**config.mk**
```make
export PLATFORM = sky130hd
export DESIGN_NAME = dual_adc_serial_port
export DESIGN_NICKNAME = d
export VERILOG_FILES = /design/src/shared/dual_adc_pkg.sv /design/src/rtl/dual_adc_serial_port.sv /design/src/rtl/result_store.sv
export SDC_FILE = /design/constraint.sdc
export NUM_CORES = 1
export LEC_CHECK = 0
export BUFFER_PORTS_ARGS = -buffer_cell sky130_fd_sc_hd__buf_2
export CORE_MARGIN = 1
export CORE_UTILIZATION = 51
export DETAILED_ROUTE_END_ITERATION = 8
export PLACE_DENSITY = 0.76
export SLEW_MARGIN = 20
export SYNTH_ARGS = -nofsm -noshare
export SYNTH_HDL_FRONTEND = slang
export SYNTH_SLANG_ARGS = --single-unit
```
**constraint.sdc**
```tcl
create_clock -name clk_i -period 1.9 [get_ports clk_i]
set_input_delay 0.38 -clock clk_i [delete_from_list [all_inputs] [get_ports clk_i]]
set_output_delay 0.38 -clock clk_i [all_outputs]
set_load 0.01 [all_outputs]
```
**src/shared/dual_adc_pkg.sv**
```systemverilog
// shared constants for the dual converter control and serial port
package dual_adc_pkg;
    localparam int unsigned RESULT_BITS   = 12;
    localparam int unsigned CONV_CYCLES   = 13;
    localparam int unsigned CFG_BITS      = 16;
    localparam logic [4:0]  CONV_LAST     = 5'h0c;
    localparam logic [3:0]  READ_LAST     = 4'hb;
    localparam logic [4:0]  CFG_LAST      = 5'h0f;
    localparam int unsigned CHSEL_HI_POS  = 15;
    localparam int unsigned CHSEL_LO_POS  = 14;
    localparam logic [31:0] ADR_CTRL      = 32'h0000_0000;
    localparam logic [31:0] ADR_STATUS    = 32'h0000_0004;
    localparam logic [31:0] ADR_RESULT_A  = 32'h0000_0008;
    localparam logic [31:0] ADR_RESULT_B  = 32'h0000_000c;
    localparam logic [31:0] ADR_IRQ_STAT  = 32'h0000_0010;
    localparam logic [31:0] ADR_IRQ_MASK  = 32'h0000_0014;
    localparam logic [31:0] ADR_CONFIG    = 32'h0000_0018;
    localparam logic [11:0] RESULT_RST    = 12'h000;
    localparam logic [1:0]  IRQ_RST       = 2'h0;
    localparam int unsigned IRQ_CONV_DONE = 0;
    localparam int unsigned IRQ_CFG_DONE  = 1;
    localparam logic [31:0] UNMAPPED_DATA = 32'h0000_0000;
    typedef enum logic [1:0]
    {
        CONV_SAMPLE = 2'b00,
        CONV_HOLD   = 2'b01,
        CONV_RUN    = 2'b10
    } conv_state_t;
endpackage

```
**src/rtl/dual_adc_serial_port.sv**
```systemverilog
// dual converter sequencing, serial result readout and serial configuration
// Overview of operation
// - trigger rise holds inputs, next edge converts
// - busy high in hold until conversion done
// - read strobe frames transfers only when selected
// - result output a driven when select low
// - each converter own output, valid falling edge
// - lane select high drives both outputs
// - channel mode pin assigns channels to converters
// - config input works extended or legacy
// - early trigger during hold or conversion is ignored
// - channel select from two config bits
`timescale 1ns/100ps
module dual_adc_serial_port
    import dual_adc_pkg::*;
(
    input  wire logic        clk_i,
    input  wire logic        rst_i,
    input  wire logic        conversion_trigger_i,
    input  wire logic        select_n_i,
    input  wire logic        read_strobe_i,
    input  wire logic        serial_config_in_i,
    input  wire logic        output_lane_select_i,
    input  wire logic        channel_mode_select_i,
    output logic             converter_a_serial_out_o,
    output logic             converter_a_serial_oe_n_o,
    output logic             converter_b_serial_out_o,
    output logic             converter_b_serial_oe_n_o,
    output logic             busy_o,
    output logic             channel_select_hi_o,
    output logic             channel_select_lo_o,
    output logic             channel_mode_o,
    output logic             sample_hold_o,
    input  wire logic [31:0] wb_adr_i,
    input  wire logic [31:0] wb_dat_i,
    input  wire logic [3:0]  wb_sel_i,
    input  wire logic        wb_we_i,
    input  wire logic        wb_cyc_i,
    input  wire logic        wb_stb_i,
    output logic [31:0]      wb_dat_o,
    output logic             wb_ack_o,
    output logic             irq_o
);
    conv_state_t state;
    conv_state_t next_state;

    // pin synchronisers: first stage feeds only the second
    logic [1:0] trig_sync;
    logic [1:0] sel_sync;
    logic [1:0] rd_sync;
    logic [1:0] sdi_sync;
    logic [1:0] lane_sync;
    logic [1:0] mode_sync;
    logic       trig_prev;
    logic       rd_prev;
    logic       trig_rise;
    logic       rd_rise;
    logic       selected;

    logic [4:0]  conv_cnt;
    logic [11:0] sar_a;
    logic [11:0] sar_b;
    logic [11:0] shift_a;
    logic [11:0] shift_b;
    logic [3:0]  read_cnt;
    logic        reading;
    logic [15:0] cfg_shift;
    logic [4:0]  cfg_cnt;
    logic        cfg_active;
    logic [15:0] cfg_word;
    logic        conv_done;
    logic        cfg_done;
    logic [1:0]  irq_stat;
    logic [1:0]  irq_mask;
    logic [11:0] sample_a;
    logic [11:0] sample_b;
    logic        soft_trigger;
    logic        legacy_mode;
    logic        store_rd_sel;
    logic [11:0] store_rd_data;
    logic        wb_hit;
    logic        wb_wr;
    logic        wb_wait;

    always_ff @(posedge clk_i)
    begin
        if (rst_i)
        begin
            trig_sync <= 2'h0;
            sel_sync  <= 2'h3;
            rd_sync   <= 2'h0;
            sdi_sync  <= 2'h0;
            lane_sync <= 2'h0;
            mode_sync <= 2'h0;
        end
        else
        begin
            trig_sync <= {trig_sync[0], conversion_trigger_i};
            sel_sync  <= {sel_sync[0], select_n_i};
            rd_sync   <= {rd_sync[0], read_strobe_i};
            sdi_sync  <= {sdi_sync[0], serial_config_in_i};
            lane_sync <= {lane_sync[0], output_lane_select_i};
            mode_sync <= {mode_sync[0], channel_mode_select_i};
        end
    end

    // edge history on synchronised levels
    always_ff @(posedge clk_i)
    begin
        if (rst_i)
        begin
            trig_prev <= 1'b0;
            rd_prev   <= 1'b0;
        end
        else
        begin
            trig_prev <= trig_sync[1];
            rd_prev   <= rd_sync[1];
        end
    end

    assign selected  = ~sel_sync[1];
    assign trig_rise = (trig_sync[1] & ~trig_prev) | soft_trigger;
    assign rd_rise   = rd_sync[1] & ~rd_prev & selected;

    // the pin trigger is sampled, so the sub-cycle 10 ns / 5 ns windows collapse
    // to a fixed two-flop latency; host placement still matters
    always_comb
    begin
        next_state = state;
        case (state)
            CONV_SAMPLE: if (trig_rise) next_state = CONV_HOLD;
            CONV_HOLD:   next_state = CONV_RUN;
            CONV_RUN:    if (conv_cnt == CONV_LAST) next_state = CONV_SAMPLE;
            default:     next_state = CONV_SAMPLE;
        endcase
    end

    always_ff @(posedge clk_i)
    begin
        if (rst_i)
            state <= CONV_SAMPLE;
        else
            state <= next_state;
    end

    // bit counter and successive approximation of both converters
    always_ff @(posedge clk_i)
    begin
        if (rst_i)
        begin
            conv_cnt <= 5'h00;
            sar_a    <= RESULT_RST;
            sar_b    <= RESULT_RST;
        end
        else if (state == CONV_HOLD)
        begin
            conv_cnt <= 5'h00;
            sar_a    <= RESULT_RST;
            sar_b    <= RESULT_RST;
        end
        else if (state == CONV_RUN)
        begin
            conv_cnt <= conv_cnt + 5'h01;
            if (conv_cnt < 5'(RESULT_BITS))
            begin
                sar_a[4'(RESULT_BITS - 1) - conv_cnt[3:0]] <=
                    sample_a[4'(RESULT_BITS - 1) - conv_cnt[3:0]];
                sar_b[4'(RESULT_BITS - 1) - conv_cnt[3:0]] <=
                    sample_b[4'(RESULT_BITS - 1) - conv_cnt[3:0]];
            end
        end
    end

    // digital stand-in for the analog front end: a deterministic pattern
    assign sample_a = {cfg_word[11:2], channel_select_hi_o, channel_select_lo_o};
    assign sample_b = ~sample_a;

    assign conv_done = (state == CONV_RUN) && (conv_cnt == CONV_LAST);

    // busy covers hold and run
    always_ff @(posedge clk_i)
    begin
        if (rst_i)
        begin
            busy_o        <= 1'b0;
            sample_hold_o <= 1'b0;
        end
        else
        begin
            busy_o        <= (next_state != CONV_SAMPLE);
            sample_hold_o <= (next_state != CONV_SAMPLE);
        end
    end

    // readout shifter, loaded at frame start, msb first
    always_ff @(posedge clk_i)
    begin
        if (rst_i)
        begin
            shift_a  <= RESULT_RST;
            shift_b  <= RESULT_RST;
            read_cnt <= 4'h0;
            reading  <= 1'b0;
        end
        else if (rd_rise)
        begin
            shift_a  <= sar_a;
            shift_b  <= sar_b;
            read_cnt <= 4'h0;
            reading  <= 1'b1;
        end
        else if (reading)
        begin
            shift_a  <= {shift_a[10:0], 1'b0};
            shift_b  <= {shift_b[10:0], 1'b0};
            read_cnt <= read_cnt + 4'h1;
            if (read_cnt == READ_LAST)
                reading <= 1'b0;
        end
    end

    // outputs change on the rising edge, stable by the falling edge
    always_ff @(posedge clk_i)
    begin
        if (rst_i)
        begin
            converter_a_serial_out_o  <= 1'b0;
            converter_b_serial_out_o  <= 1'b0;
            converter_a_serial_oe_n_o <= 1'b1;
            converter_b_serial_oe_n_o <= 1'b1;
        end
        else
        begin
            // lane low: a carries a only, b lane stays off
            converter_a_serial_out_o  <= shift_a[11];
            converter_b_serial_out_o  <= shift_b[11];
            converter_a_serial_oe_n_o <= ~selected;
            converter_b_serial_oe_n_o <= ~(selected & lane_sync[1]);
        end
    end

    // serial configuration capture, framed by the same strobe
    always_ff @(posedge clk_i)
    begin
        if (rst_i)
        begin
            cfg_shift  <= 16'h0000;
            cfg_cnt    <= 5'h00;
            cfg_active <= 1'b0;
            cfg_word   <= 16'h0000;
        end
        else if (rd_rise)
        begin
            cfg_shift  <= {15'h0000, sdi_sync[1]};
            cfg_cnt    <= 5'h01;
            cfg_active <= 1'b1;
        end
        else if (cfg_active)
        begin
            cfg_shift <= {cfg_shift[14:0], sdi_sync[1]};
            cfg_cnt   <= cfg_cnt + 5'h01;
            // legacy use: only the two select bits are meaningful
            if (cfg_cnt == CFG_LAST)
            begin
                cfg_active <= 1'b0;
                cfg_word   <= legacy_mode ?
                    {cfg_shift[14:13], 14'h0000} : {cfg_shift[14:0], sdi_sync[1]};
            end
        end
    end

    assign cfg_done = cfg_active && (cfg_cnt == CFG_LAST);

    // channel routing
    always_ff @(posedge clk_i)
    begin
        if (rst_i)
        begin
            channel_select_hi_o <= 1'b0;
            channel_select_lo_o <= 1'b0;
            channel_mode_o      <= 1'b0;
        end
        else
        begin
            channel_select_hi_o <= cfg_word[CHSEL_HI_POS];
            channel_select_lo_o <= cfg_word[CHSEL_LO_POS];
            channel_mode_o      <= mode_sync[1];
        end
    end

    result_store u_store
    (
        .clk_i     (clk_i),
        .rst_i     (rst_i),
        .wr_en_i   (conv_done),
        .wr_a_i    (sar_a),
        .wr_b_i    (sar_b),
        .rd_sel_i  (store_rd_sel),
        .rd_data_o (store_rd_data)
    );

    assign wb_hit = wb_cyc_i & wb_stb_i & ~wb_ack_o;
    // write lands once, at the edge that raises ack, so a soft trigger pulses once
    assign wb_wr  = wb_hit & wb_wait & wb_we_i & wb_sel_i[0];
    assign store_rd_sel = (wb_adr_i == ADR_RESULT_B);

    // control: soft trigger pulse and legacy flag
    always_ff @(posedge clk_i)
    begin
        if (rst_i)
        begin
            soft_trigger <= 1'b0;
            legacy_mode  <= 1'b0;
        end
        else
        begin
            soft_trigger <= wb_wr && (wb_adr_i == ADR_CTRL) && wb_dat_i[0];
            if (wb_wr && (wb_adr_i == ADR_CTRL))
                legacy_mode <= wb_dat_i[1];
        end
    end

    // sticky events; a set wins over a write-one clear
    always_ff @(posedge clk_i)
    begin
        if (rst_i)
            irq_stat <= IRQ_RST;
        else
        begin
            if (wb_wr && (wb_adr_i == ADR_IRQ_STAT))
                irq_stat <= irq_stat & ~wb_dat_i[1:0];
            if (conv_done)
                irq_stat[IRQ_CONV_DONE] <= 1'b1;
            if (cfg_done)
                irq_stat[IRQ_CFG_DONE] <= 1'b1;
        end
    end

    always_ff @(posedge clk_i)
    begin
        if (rst_i)
            irq_mask <= IRQ_RST;
        else if (wb_wr && (wb_adr_i == ADR_IRQ_MASK))
            irq_mask <= wb_dat_i[1:0];
    end

    always_ff @(posedge clk_i)
    begin
        if (rst_i)
            irq_o <= 1'b0;
        else
            irq_o <= |(irq_stat & irq_mask);
    end

    // ack two cycles after strobe so result memory read data is ready
    always_ff @(posedge clk_i)
    begin
        if (rst_i)
        begin
            wb_wait  <= 1'b0;
            wb_ack_o <= 1'b0;
            wb_dat_o <= UNMAPPED_DATA;
        end
        else
        begin
            wb_wait  <= wb_hit & ~wb_wait;
            wb_ack_o <= wb_hit & wb_wait;
            if (wb_hit & wb_wait)
            begin
                case (wb_adr_i)
                    ADR_CTRL:     wb_dat_o <= {30'h0, legacy_mode, 1'b0};
                    ADR_STATUS:   wb_dat_o <= {28'h0, reading, cfg_active, state};
                    ADR_RESULT_A: wb_dat_o <= {20'h0, store_rd_data};
                    ADR_RESULT_B: wb_dat_o <= {20'h0, store_rd_data};
                    ADR_IRQ_STAT: wb_dat_o <= {30'h0, irq_stat};
                    ADR_IRQ_MASK: wb_dat_o <= {30'h0, irq_mask};
                    ADR_CONFIG:   wb_dat_o <= {16'h0, cfg_word};
                    default:      wb_dat_o <= UNMAPPED_DATA;
                endcase
            end
        end
    end
endmodule

```
**src/rtl/result_store.sv**
```systemverilog
// two-entry result memory with registered read data
`timescale 1ns/100ps
module result_store
    import dual_adc_pkg::*;
(
    input  wire logic        clk_i,
    input  wire logic        rst_i,
    input  wire logic        wr_en_i,
    input  wire logic [11:0] wr_a_i,
    input  wire logic [11:0] wr_b_i,
    input  wire logic        rd_sel_i,
    output logic [11:0]      rd_data_o
);
    logic [11:0] mem [2];

    // one entry per converter
    always_ff @(posedge clk_i)
    begin
        if (rst_i)
        begin
            mem[0] <= RESULT_RST;
            mem[1] <= RESULT_RST;
        end
        else if (wr_en_i)
        begin
            mem[0] <= wr_a_i;
            mem[1] <= wr_b_i;
        end
    end

    // registered read port
    always_ff @(posedge clk_i)
    begin
        if (rst_i)
            rd_data_o <= RESULT_RST;
        else
            rd_data_o <= mem[rd_sel_i];
    end
endmodule

```
==> results of run 1 <==
[layout make-up]
type	instances	area [sq um]	share of cell area, %
Inverter	10	37.54	0.4225
Multi-Input combinational cell	562	3550	39.95
Sequential cell	180	3845	43.28
Clock buffer	18	429.2	4.830
Timing Repair Buffer	104	663.1	7.464
Tap cell	184	230.2	2.591
Clock inverter	14	130.1	1.465
[critical path, cell delays in order, from the launching register on]
cell	delay [ns]
dfxtp_1	0.31
nand4b_1	0.25
nor4_1	0.45
nand3_1	0.26
o31a_1	0.33
[metal layers]
metal | part of all wire [%] | wire (um)
met1 | 46 | 7711
met2 | 45 | 7563
met3 | 6.7 | 1111
met4 | 1.7 | 289
met5 | 0 | 0
[metrics by stage]
step	std cells	hold slack, ns	util (%)	cell area (sq um)
2_1_floorplan	825	0.3434	-	7814
3_3_place_gp	1040	0.3487	56.58	8317
3_5_place_dp	1040	0.3467	56.58	8317
4_1_cts	1072	0.1190	60.38	8876
5_1_grt	1072	0.1141	60.44	8885
6_report	1072	0.1376	60.44	8885
[sequential cells by signal, summed over array words and instances (netlist names), 4 cells and up]
signal and flops:
wb_dat_o 16, shift_a 12, read_cnt 4, shift_b 12
cfg_shift 15, u_store.mem 24, sar_b 12, sar_a 12
conv_cnt 5, cfg_cnt 5, u_store.rd_data_o 12, cfg_word 16
[where the power goes]
part,switching [W],internal [W],total (W)
Combinational,0.000203,0.000127,0.000330
Clock,0.00149,0.00181,0.00330
Sequential,0.0000294,0.00391,0.00394
Total,0.00172,0.00585,0.00758
[logic make-up after synthesis]
family	share of synthesized area [%]
XOR/XNOR	1.129
adder cells (fa/ha/maj)	1.774
AO/OA/AOI/OAI	12.45
multiplexers	6.355
flip-flops	49.55
AND/OR/NAND/NOR	23.18
buffers and inverters	5.516
other	0.04834
[synthesized netlist by cell type, types with 12 or more instances]
library cell and instances:
dfxtp_1 156, nand2_1 77, nor2_1 66, nand3_1 52, mux2i_1 47, a21oi_1 35, clkbuf_1 31, and2_1 28
edfxtp_1 24, nor2b_1 24, a211oi_1 23, nand3b_1 20, o21ai_0 20, buf_4 18, buf_2 13, o211ai_1 12
[worst paths after layout]
check                     from                   endpoint  slack, ns
setup / recovery      wb_ack_o                irq_stat[1]       0.19
hold / removal      select_n_i                sel_sync[0]       0.14
setup reg to reg      wb_ack_o                irq_stat[1]       0.19
hold reg to reg   lane_sync[1]  converter_b_serial_oe_n_o       0.36
[repair_timing]
action,in CTS,in global routing
hold buffers,0,0
resized for setup,0,2
buffers inserted,0,0
setup endpoints to repair,0,2
==> results.txt, run 1 <==
Final wirelength: 16680 um
P per Cell Area: 852.8 nW/um^2
Post-route DRC: 15
Distinct cell type count after synthesis: 59
Clock transition at the registers of the reported paths: 0.07 ns
DRT Pass-1 Iters: 8
CTS sink cnt: 180
Commonest non-fill, non-tap cell in the layout: dfxtp_1
Hold Crit Class: in2reg
Mapped Cells: 810
Top cell type by total area after synthesis: dfxtp_1
Seq/Total Area, Yosys: 49.55%
Fin crit share: 90.01%
Commonest non-fill, non-tap cells in the layout: dfxtp_1 (155), nand2_1 (77), buf_2 (72)
Max Buffers Root-to-Sink: 2
Ys Warns: 0
Reg2Reg Depth: 4
Fill count: 1244
Max Cap Violations: 0
Initial detailed-routing violation count: 480
Hpwl dp: 11530 um
CP Max Fanout: 4
Failing checks: design-rule violations
Final setup viols: 0
CTS tree: done
ANT nets after route: 0
Global routing usage on met3: 4.835%
Largest net degree at the start of global routing: 73
GRT Total Usage: 21.90%
Worst setup margin: 0.1899 ns
Via count: 5938
Syn avg cell area: 9.577 sq um
Fmax: 584.8 MHz
Initial Utilization: 52.77%
Setup WS pre-CTS: 0.03881 ns
Root buffer cell: clkbuf_16
Total congestion overflow: 0
GRT busiest layer: met2
Layout net count: 965
Number of global-route vias before repair: 5382
Unrepaired setup endpoints after global routing: false
Synth Register Bits: 180
Met2 GRT Util: 33.68%
Max Slew Vio Count: 0
Worst VDD drop: 0.8917 mV
Crit path kind: reg2reg
Area contributors post-synth: dfxtp_1 (40%), edfxtp_1 (9.3%), mux2i_1 (6.1%), nand2_1 (3.7%), nand3_1 (3.4%)
Dominant synthesized flop cell: dfxtp_1
Setup TNS: 0 ns
First-pass GRT wire length: 27010 um
Post-Syn Area: 7757 sq um
ANT cells: 0
Max-slew headroom: 65.22%
Setup crit start kind: flop
WL/cell: 15.56 um
DIE HEIGHT: 125.3 um
PortBufs: 72
Die W: 125.3 um
Die area: 15710 sq um
CTS Buf Count: 17
Synth top area share: 40.26%
Met1 GRT Util: 29.93%
Worst Hold Depth: 2
DR vias/cell: 5.539
Initial antenna violation count: 0
Worst Tran Pin Value: 0.5217 ns
Hold Vio Cnt, Final: 0
Clock Latency Late Sink: 0.43 ns
Gp weighted congestion: 0.8501
Worst EP arrival: 2.03 ns
Async SR Flop Fraction: 0%
H-tree depth: 4
Post-synth EDFFs: 24
Setup Skew: 0.01372 ns
Power Total: 0.007577 W
IO Count: 122
Period minus WS final: 1.710 ns
Core Footprint: 14700 sq um
Proportion of layout cells with a drive suffix above 1: 18.36%
Crit path capture type: flop
Leakage: 3.341 nW
Layout area overhead: 14.53%
Status: finished with violations
# rows: 44
Worst path required time: 2.22 ns
(Power assumes the default switching activity.)
==> run 2: changes to the inputs <==
CORE_MARGIN = 2   (was 1)
CORE_UTILIZATION = 60   (was 51)
PLACE_DENSITY = 0.84   (was 0.76)
REMOVE_ABC_BUFFERS = 1   (was not set)
clock period = 2 ns   (was 1.9 ns; I/O delays follow)
==> results.txt, run 2 (synthesized netlist as in run 1, its figures left out) <==
Commonest non-fill, non-tap cell in the layout: dfxtp_1
FF-to-FF End: sar_a[9]
Cells after DPL: 1031 (-0.87%)
GRT Total Usage: 25.57% (+3.7 points)
Reg2Reg Depth: 6 (+2)
Setup Skew: 0.008605 ns (-0.005117 ns)
Worst EP arrival: 2.27 ns (+0.24 ns)
Die W: 117.7 um (-6.1%)
Largest net degree at the start of global routing: 49 (-33%)
Initial detailed-routing violation count: 558 (+16%)
Clock Latency Late Sink: 0.43 ns (about the same)
Layout net count: 968 (+0.31%)
Die area: 13850 sq um (-12%)
DRT Pass-1 Iters: 5 (-3)
Placed inst area: 8324 sq um (about the same)
Worst path required time: 2.36 ns (+0.14 ns)
Status: completed
Worst Tran Pin Value: 0.6595 ns (+0.1378 ns)
ANT cells: 0 (unchanged)
ANT nets after route: 0 (unchanged)
Via count: 6142 (+3.4%)
PortBufs: 72 (unchanged)
CTS tree: done
Worst Hold Depth: 2 (unchanged)
Fin crit share: 95.43% (+5.4 points)
Number of global-route vias before repair: 5551 (+3.1%)
Max-slew headroom: 55.94% (-9.3 points)
Layout area overhead: 15.11%
Commonest non-fill, non-tap cells in the layout: dfxtp_1 (156), nand2_1 (77), buf_2 (72)
CTS sink cnt: 180 (unchanged)
Worst-path cell chain: inv_1, ha_1, nand3_1, o31a_2, buf_12, o21ai_2
Hold Crit Class: in2reg
CP max-delay cell: dfxtp_1
Root buffer cell: clkbuf_16
Core Footprint: 12620 sq um (-14%)
Unrepaired setup endpoints after global routing: false
Crit path kind: reg2reg
P per Cell Area: 835.5 nW/um^2 (-2.0%)
Post-route DRC: 0 (-15)
Largest register FFs: 24 (unchanged)
# rows: 41 (-6.8%)
IO Count: 122 (unchanged)
WL/cell: 16.35 um (+5.1%)
CTS resizes: 0 (unchanged)
Initial Utilization: 61.47% (+8.7 points)
CP Max Fanout: 11 (+7)
Worst VDD drop: 0.6118 mV (-31%)
First-pass GRT wire length: 28260 um (+4.6%)
Crit path capture type: flop
Max Cap Violations: 0 (unchanged)
Leakage: 3.389 nW (+1.4%)
Gp weighted congestion: 0.9197 (+8.2%)
HP Start: select_n_i
FF-to-FF Start: conv_cnt[2]
Flop-to-flop setup slack: 0.09 ns (-0.10 ns)
CTS Buf Count: 17 (unchanged)
Min-Delay Endpoint: sel_sync[0]
Fmax: 523.9 MHz (-10%)
Total congestion overflow: 0 (unchanged)
DR vias/cell: 5.778 (+4.3%)
Hpwl dp: 11800 um (+2.3%)
Final setup viols: 0 (unchanged)
Max Slew Vio Count: 0 (unchanged)
Hold Vio Cnt, Final: 0 (unchanged)
Clock transition at the registers of the reported paths: 0.07 ns (about the same)
Setup bufs post-CTS: 0 (unchanged)
Max Buffers Root-to-Sink: 2 (unchanged)
Hold buffers post-CTS: 0 (unchanged)
Proportion of layout cells with a drive suffix above 1: 18.52% (+0.16 points)
H-tree depth: 4 (unchanged)
Final wirelength: 17380 um (+4.2%)
Setup crit start kind: flop
Period minus WS final: 1.909 ns (+0.1985 ns)
Biggest regs: u_store.mem (24), cfg_word (16), wb_dat_o (16)
Initial antenna violation count: 0 (unchanged)
Most flops, register: u_store.mem
DIE HEIGHT: 117.7 um (-6.1%)
Finished Layout Cells: 1063 (-0.84%)
Worst path max stage delay: 0.55 ns (+0.10 ns)
Design Area, Final: 8930 sq um (+0.51%)
run 2: report_power, final:
group | internal, W | total [W] | leakage [nW] | switching [W]
clock | 0.00198 | 0.00340 | 0.291 | 0.00142
sequential | 0.00372 | 0.00375 | 1.50 | 0.0000290
combinational | 0.000116 | 0.000310 | 1.60 | 0.000195
run 2: worst max path at each step:
stage              endpoint  cells past startpoint         start
3_5_place_dp   wb_dat_o[14]                      6  wb_adr_i[25]
5_1_grt           sar_a[10]                      6   conv_cnt[2]
4_1_cts            sar_a[9]                      6   conv_cnt[2]
3_3_place_gp   wb_dat_o[15]                      6  wb_adr_i[25]
2_1_floorplan    cfg_cnt[4]                      3    rd_sync[1]
6_report           sar_a[9]                      6   conv_cnt[2]
run 2: worst max-delay path, delay by kind of cell, from the launching register on:
family                   cells  cell delay (ns)
buffers and inverters        2             0.33
AND/OR/NAND/NOR              1             0.09
AO/OA/AOI/OAI                2             0.49
adder cells (fa/ha/maj)      1             0.38
flip-flops                   1             0.55
run 2: final cells by class:
| class | instances | area (sq um) |
|---|---|---|
| clock inverters | 14 | 176.4 |
| multi-input cells | 562 | 3542 |
| flip-flops and latches | 180 | 3844 |
| inverters | 10 | 37.54 |
| clock buffers | 18 | 429.2 |
| well taps | 172 | 215.2 |
| fillers | 893 | 3690 |
| repair buffers | 107 | 685.7 |
run 2: metal layers:
metal | wire length, um | track usage (%) | vias up
li1 | - | - | 2982
met1 | 7661 | 33.71 | 2836
met2 | 8028 | 40.08 | 273
met3 | 1116 | 5.717 | 51
met4 | 573 | 11.97 | 0
met5 | 0 | 0 | -
run 2: through the flow:
step | hold WS, ns | TNS [ns] | util [%] | power, W | setup WS (ns)
2_1_floorplan | 0.3434 | -2.406 | - | 0.003969 | -0.1748
3_3_place_gp | 0.3469 | 0 | 65.96 | 0.004121 | 0.07883
3_5_place_dp | 0.3533 | 0 | 65.96 | 0.004131 | 0.006103
4_1_cts | 0.1779 | 0 | 70.76 | 0.007464 | 0.1275
5_1_grt | 0.1796 | 0 | 70.76 | 0.007683 | 0.005370
6_report | 0.1840 | 0 | 70.76 | 0.007460 | 0.09141
==> run 3: changes to the inputs <==
CORE_ASPECT_RATIO = 1.25   (was not set)
CTS_CLUSTER_SIZE = 28   (was not set)
==> results.txt, run 3 (synthesized netlist as in run 1, its figures left out) <==
CTS sink cnt: 180 (unchanged)
Proportion of layout cells with a drive suffix above 1: 18.34% (-0.18 points)
DRT Pass-1 Iters: 5 (unchanged)
Crit path kind: reg2reg
# rows: 46 (+12%)
Hold WS: 0.1489 ns (-0.03511 ns)
Core Footprint: 12660 sq um (+0.34%)
Root buffer cell: clkbuf_16
Number of global-route vias before repair: 5831 (+5.0%)
Unrepaired setup endpoints after global routing: false
CP max-delay cell: mux4_2
Setup Skew: 0.01353 ns (+0.004920 ns)
Final wirelength: 17280 um (-0.55%)
Post-route DRC: 0 (unchanged)
Worst path required time: 2.31 ns (-0.05 ns)
Clock transition at the registers of the reported paths: 0.07 ns (about the same)
Worst EP arrival: 2.13 ns (-0.14 ns)
ANT cells: 0 (unchanged)
Leakage: 3.398 nW (+0.29%)
H-tree depth: 4 (unchanged)
Status: completed
Placed inst area: 8267 sq um (-0.69%)
ANT nets after route: 0 (unchanged)
Setup TNS: 0 ns (unchanged)
Die area: 13860 sq um (about the same)
CTS tree: done
Biggest regs: u_store.mem (24), cfg_word (16), wb_dat_o (16)
Largest register FFs: 24 (unchanged)
Initial Utilization: 61.26% (-0.21 points)
P per Cell Area: 865.3 nW/um^2 (+3.6%)
Via count: 6044 (-1.6%)
Worst path max stage delay: 0.60 ns (+0.05 ns)
Largest net degree at the start of global routing: 49 (unchanged)
PortBufs: 72 (unchanged)
Crit path capture type: flop
Hold Crit Class: in2reg
Worst setup margin: 0.1793 ns (+0.08791 ns)
Worst VDD drop: 0.5284 mV (-14%)
Commonest non-fill, non-tap cells in the layout: dfxtp_1 (156), nand2_1 (77), buf_2 (72)
Layout net count: 966 (-0.21%)
DIE HEIGHT: 131.1 um (+11%)
DR vias/cell: 5.718 (-1.0%)
Gp weighted congestion: 0.9283 (+0.94%)
Hold Vio Cnt, Final: 0 (unchanged)
Layout area overhead: 15.19% (about the same)
Final setup viols: 0 (unchanged)
Fmax: 549.2 MHz (+4.8%)
Setup WS pre-CTS: 0.04387 ns (+0.03777 ns)
Die W: 105.7 um (-10%)
Period minus WS final: 1.821 ns (-0.08791 ns)
CTS Buf Count: 17 (unchanged)
Max Cap Violations: 0 (unchanged)
Max-slew headroom: 63.93% (+8.0 points)
Worst-path cell chain: mux4_2, nand4_1, o31a_4, o21ai_0
Clock Latency Late Sink: 0.43 ns (about the same)
Commonest non-fill, non-tap cell in the layout: dfxtp_1
Setup bufs post-CTS: 0 (unchanged)
GRT Total Usage: 25.49% (-0.075 points)
Hpwl dp: 11770 um (-0.26%)
Most flops, register: u_store.mem
Worst Tran Pin Value: 0.5397 ns (-0.1198 ns)
Total congestion overflow: 0 (unchanged)
Initial detailed-routing violation count: 493 (-12%)
Design Area, Final: 8936 sq um (about the same)
First-pass GRT wire length: 28280 um (about the same)
CP Max Fanout: 12 (+1)
IO Count: 122 (unchanged)
Setup crit start kind: flop
Fin crit share: 91.03% (-4.4 points)
Max Buffers Root-to-Sink: 2 (unchanged)
Initial antenna violation count: 0 (unchanged)
Max Slew Vio Count: 0 (unchanged)
WL/cell: 16.35 um (about the same)
-- run 3: final cells by class --
type                    instances  area (sq um)
multi-input cells             562          3550
inverters                      10         37.54
clock buffers                  23         500.5
flip-flops and latches        180          3844
clock inverters                 9         161.4
repair buffers                105         633.1
fillers                       937          3726
well taps                     168         210.2
-- run 3: through the flow --
stage          instances  util (%)  total power [W]
2_1_floorplan        752         -         0.003969
4_1_cts             1057     70.51         0.007753
3_5_place_dp        1025     65.29         0.004128
3_3_place_gp        1025     65.29         0.004122
5_1_grt             1057     70.57         0.007936
6_report            1057     70.57         0.007733
-- run 3: report_power, final --
part           internal, W  total [W]  switching [W]  leakage, nW
Clock              0.00229    0.00368        0.00139        0.324
Combinational     0.000116   0.000309       0.000193         1.58
Sequential         0.00372    0.00375      0.0000268         1.50
-- run 3: timing repair --
item / in CTS / in global routing
endpoints found under the setup margin: 0 / 11
gates resized for setup: 0 / 1
hold buffers: 0 / 0
-- run 3: final timing paths --
path	cells past startpoint	slack [ns]	endpoint	from
hold / removal	2	0.15	sel_sync[0]	select_n_i
setup / recovery	4	0.18	sar_a[3]	conv_cnt[0]
setup reg to reg	4	0.18	sar_a[3]	conv_cnt[0]
hold reg to reg	1	0.37	converter_b_serial_oe_n_o	lane_sync[1]
-- run 3: worst max-delay path: cells and delay by family (launching register included) --
family | cells | cell delay, ns
simple gates | 1 | 0.14
compound gates | 2 | 0.42
flops | 1 | 0.53
mux | 1 | 0.60
-- run 3: layer usage --
layer  share of wire (%)  up-vias  global-route usage [%]
li1                    -     2964                       -
met1                  41     2835                   30.69
met2                  52      211                   44.27
met3                 5.2       34                   5.060
met4                 2.1        0                   10.45
met5                   0        -                       0
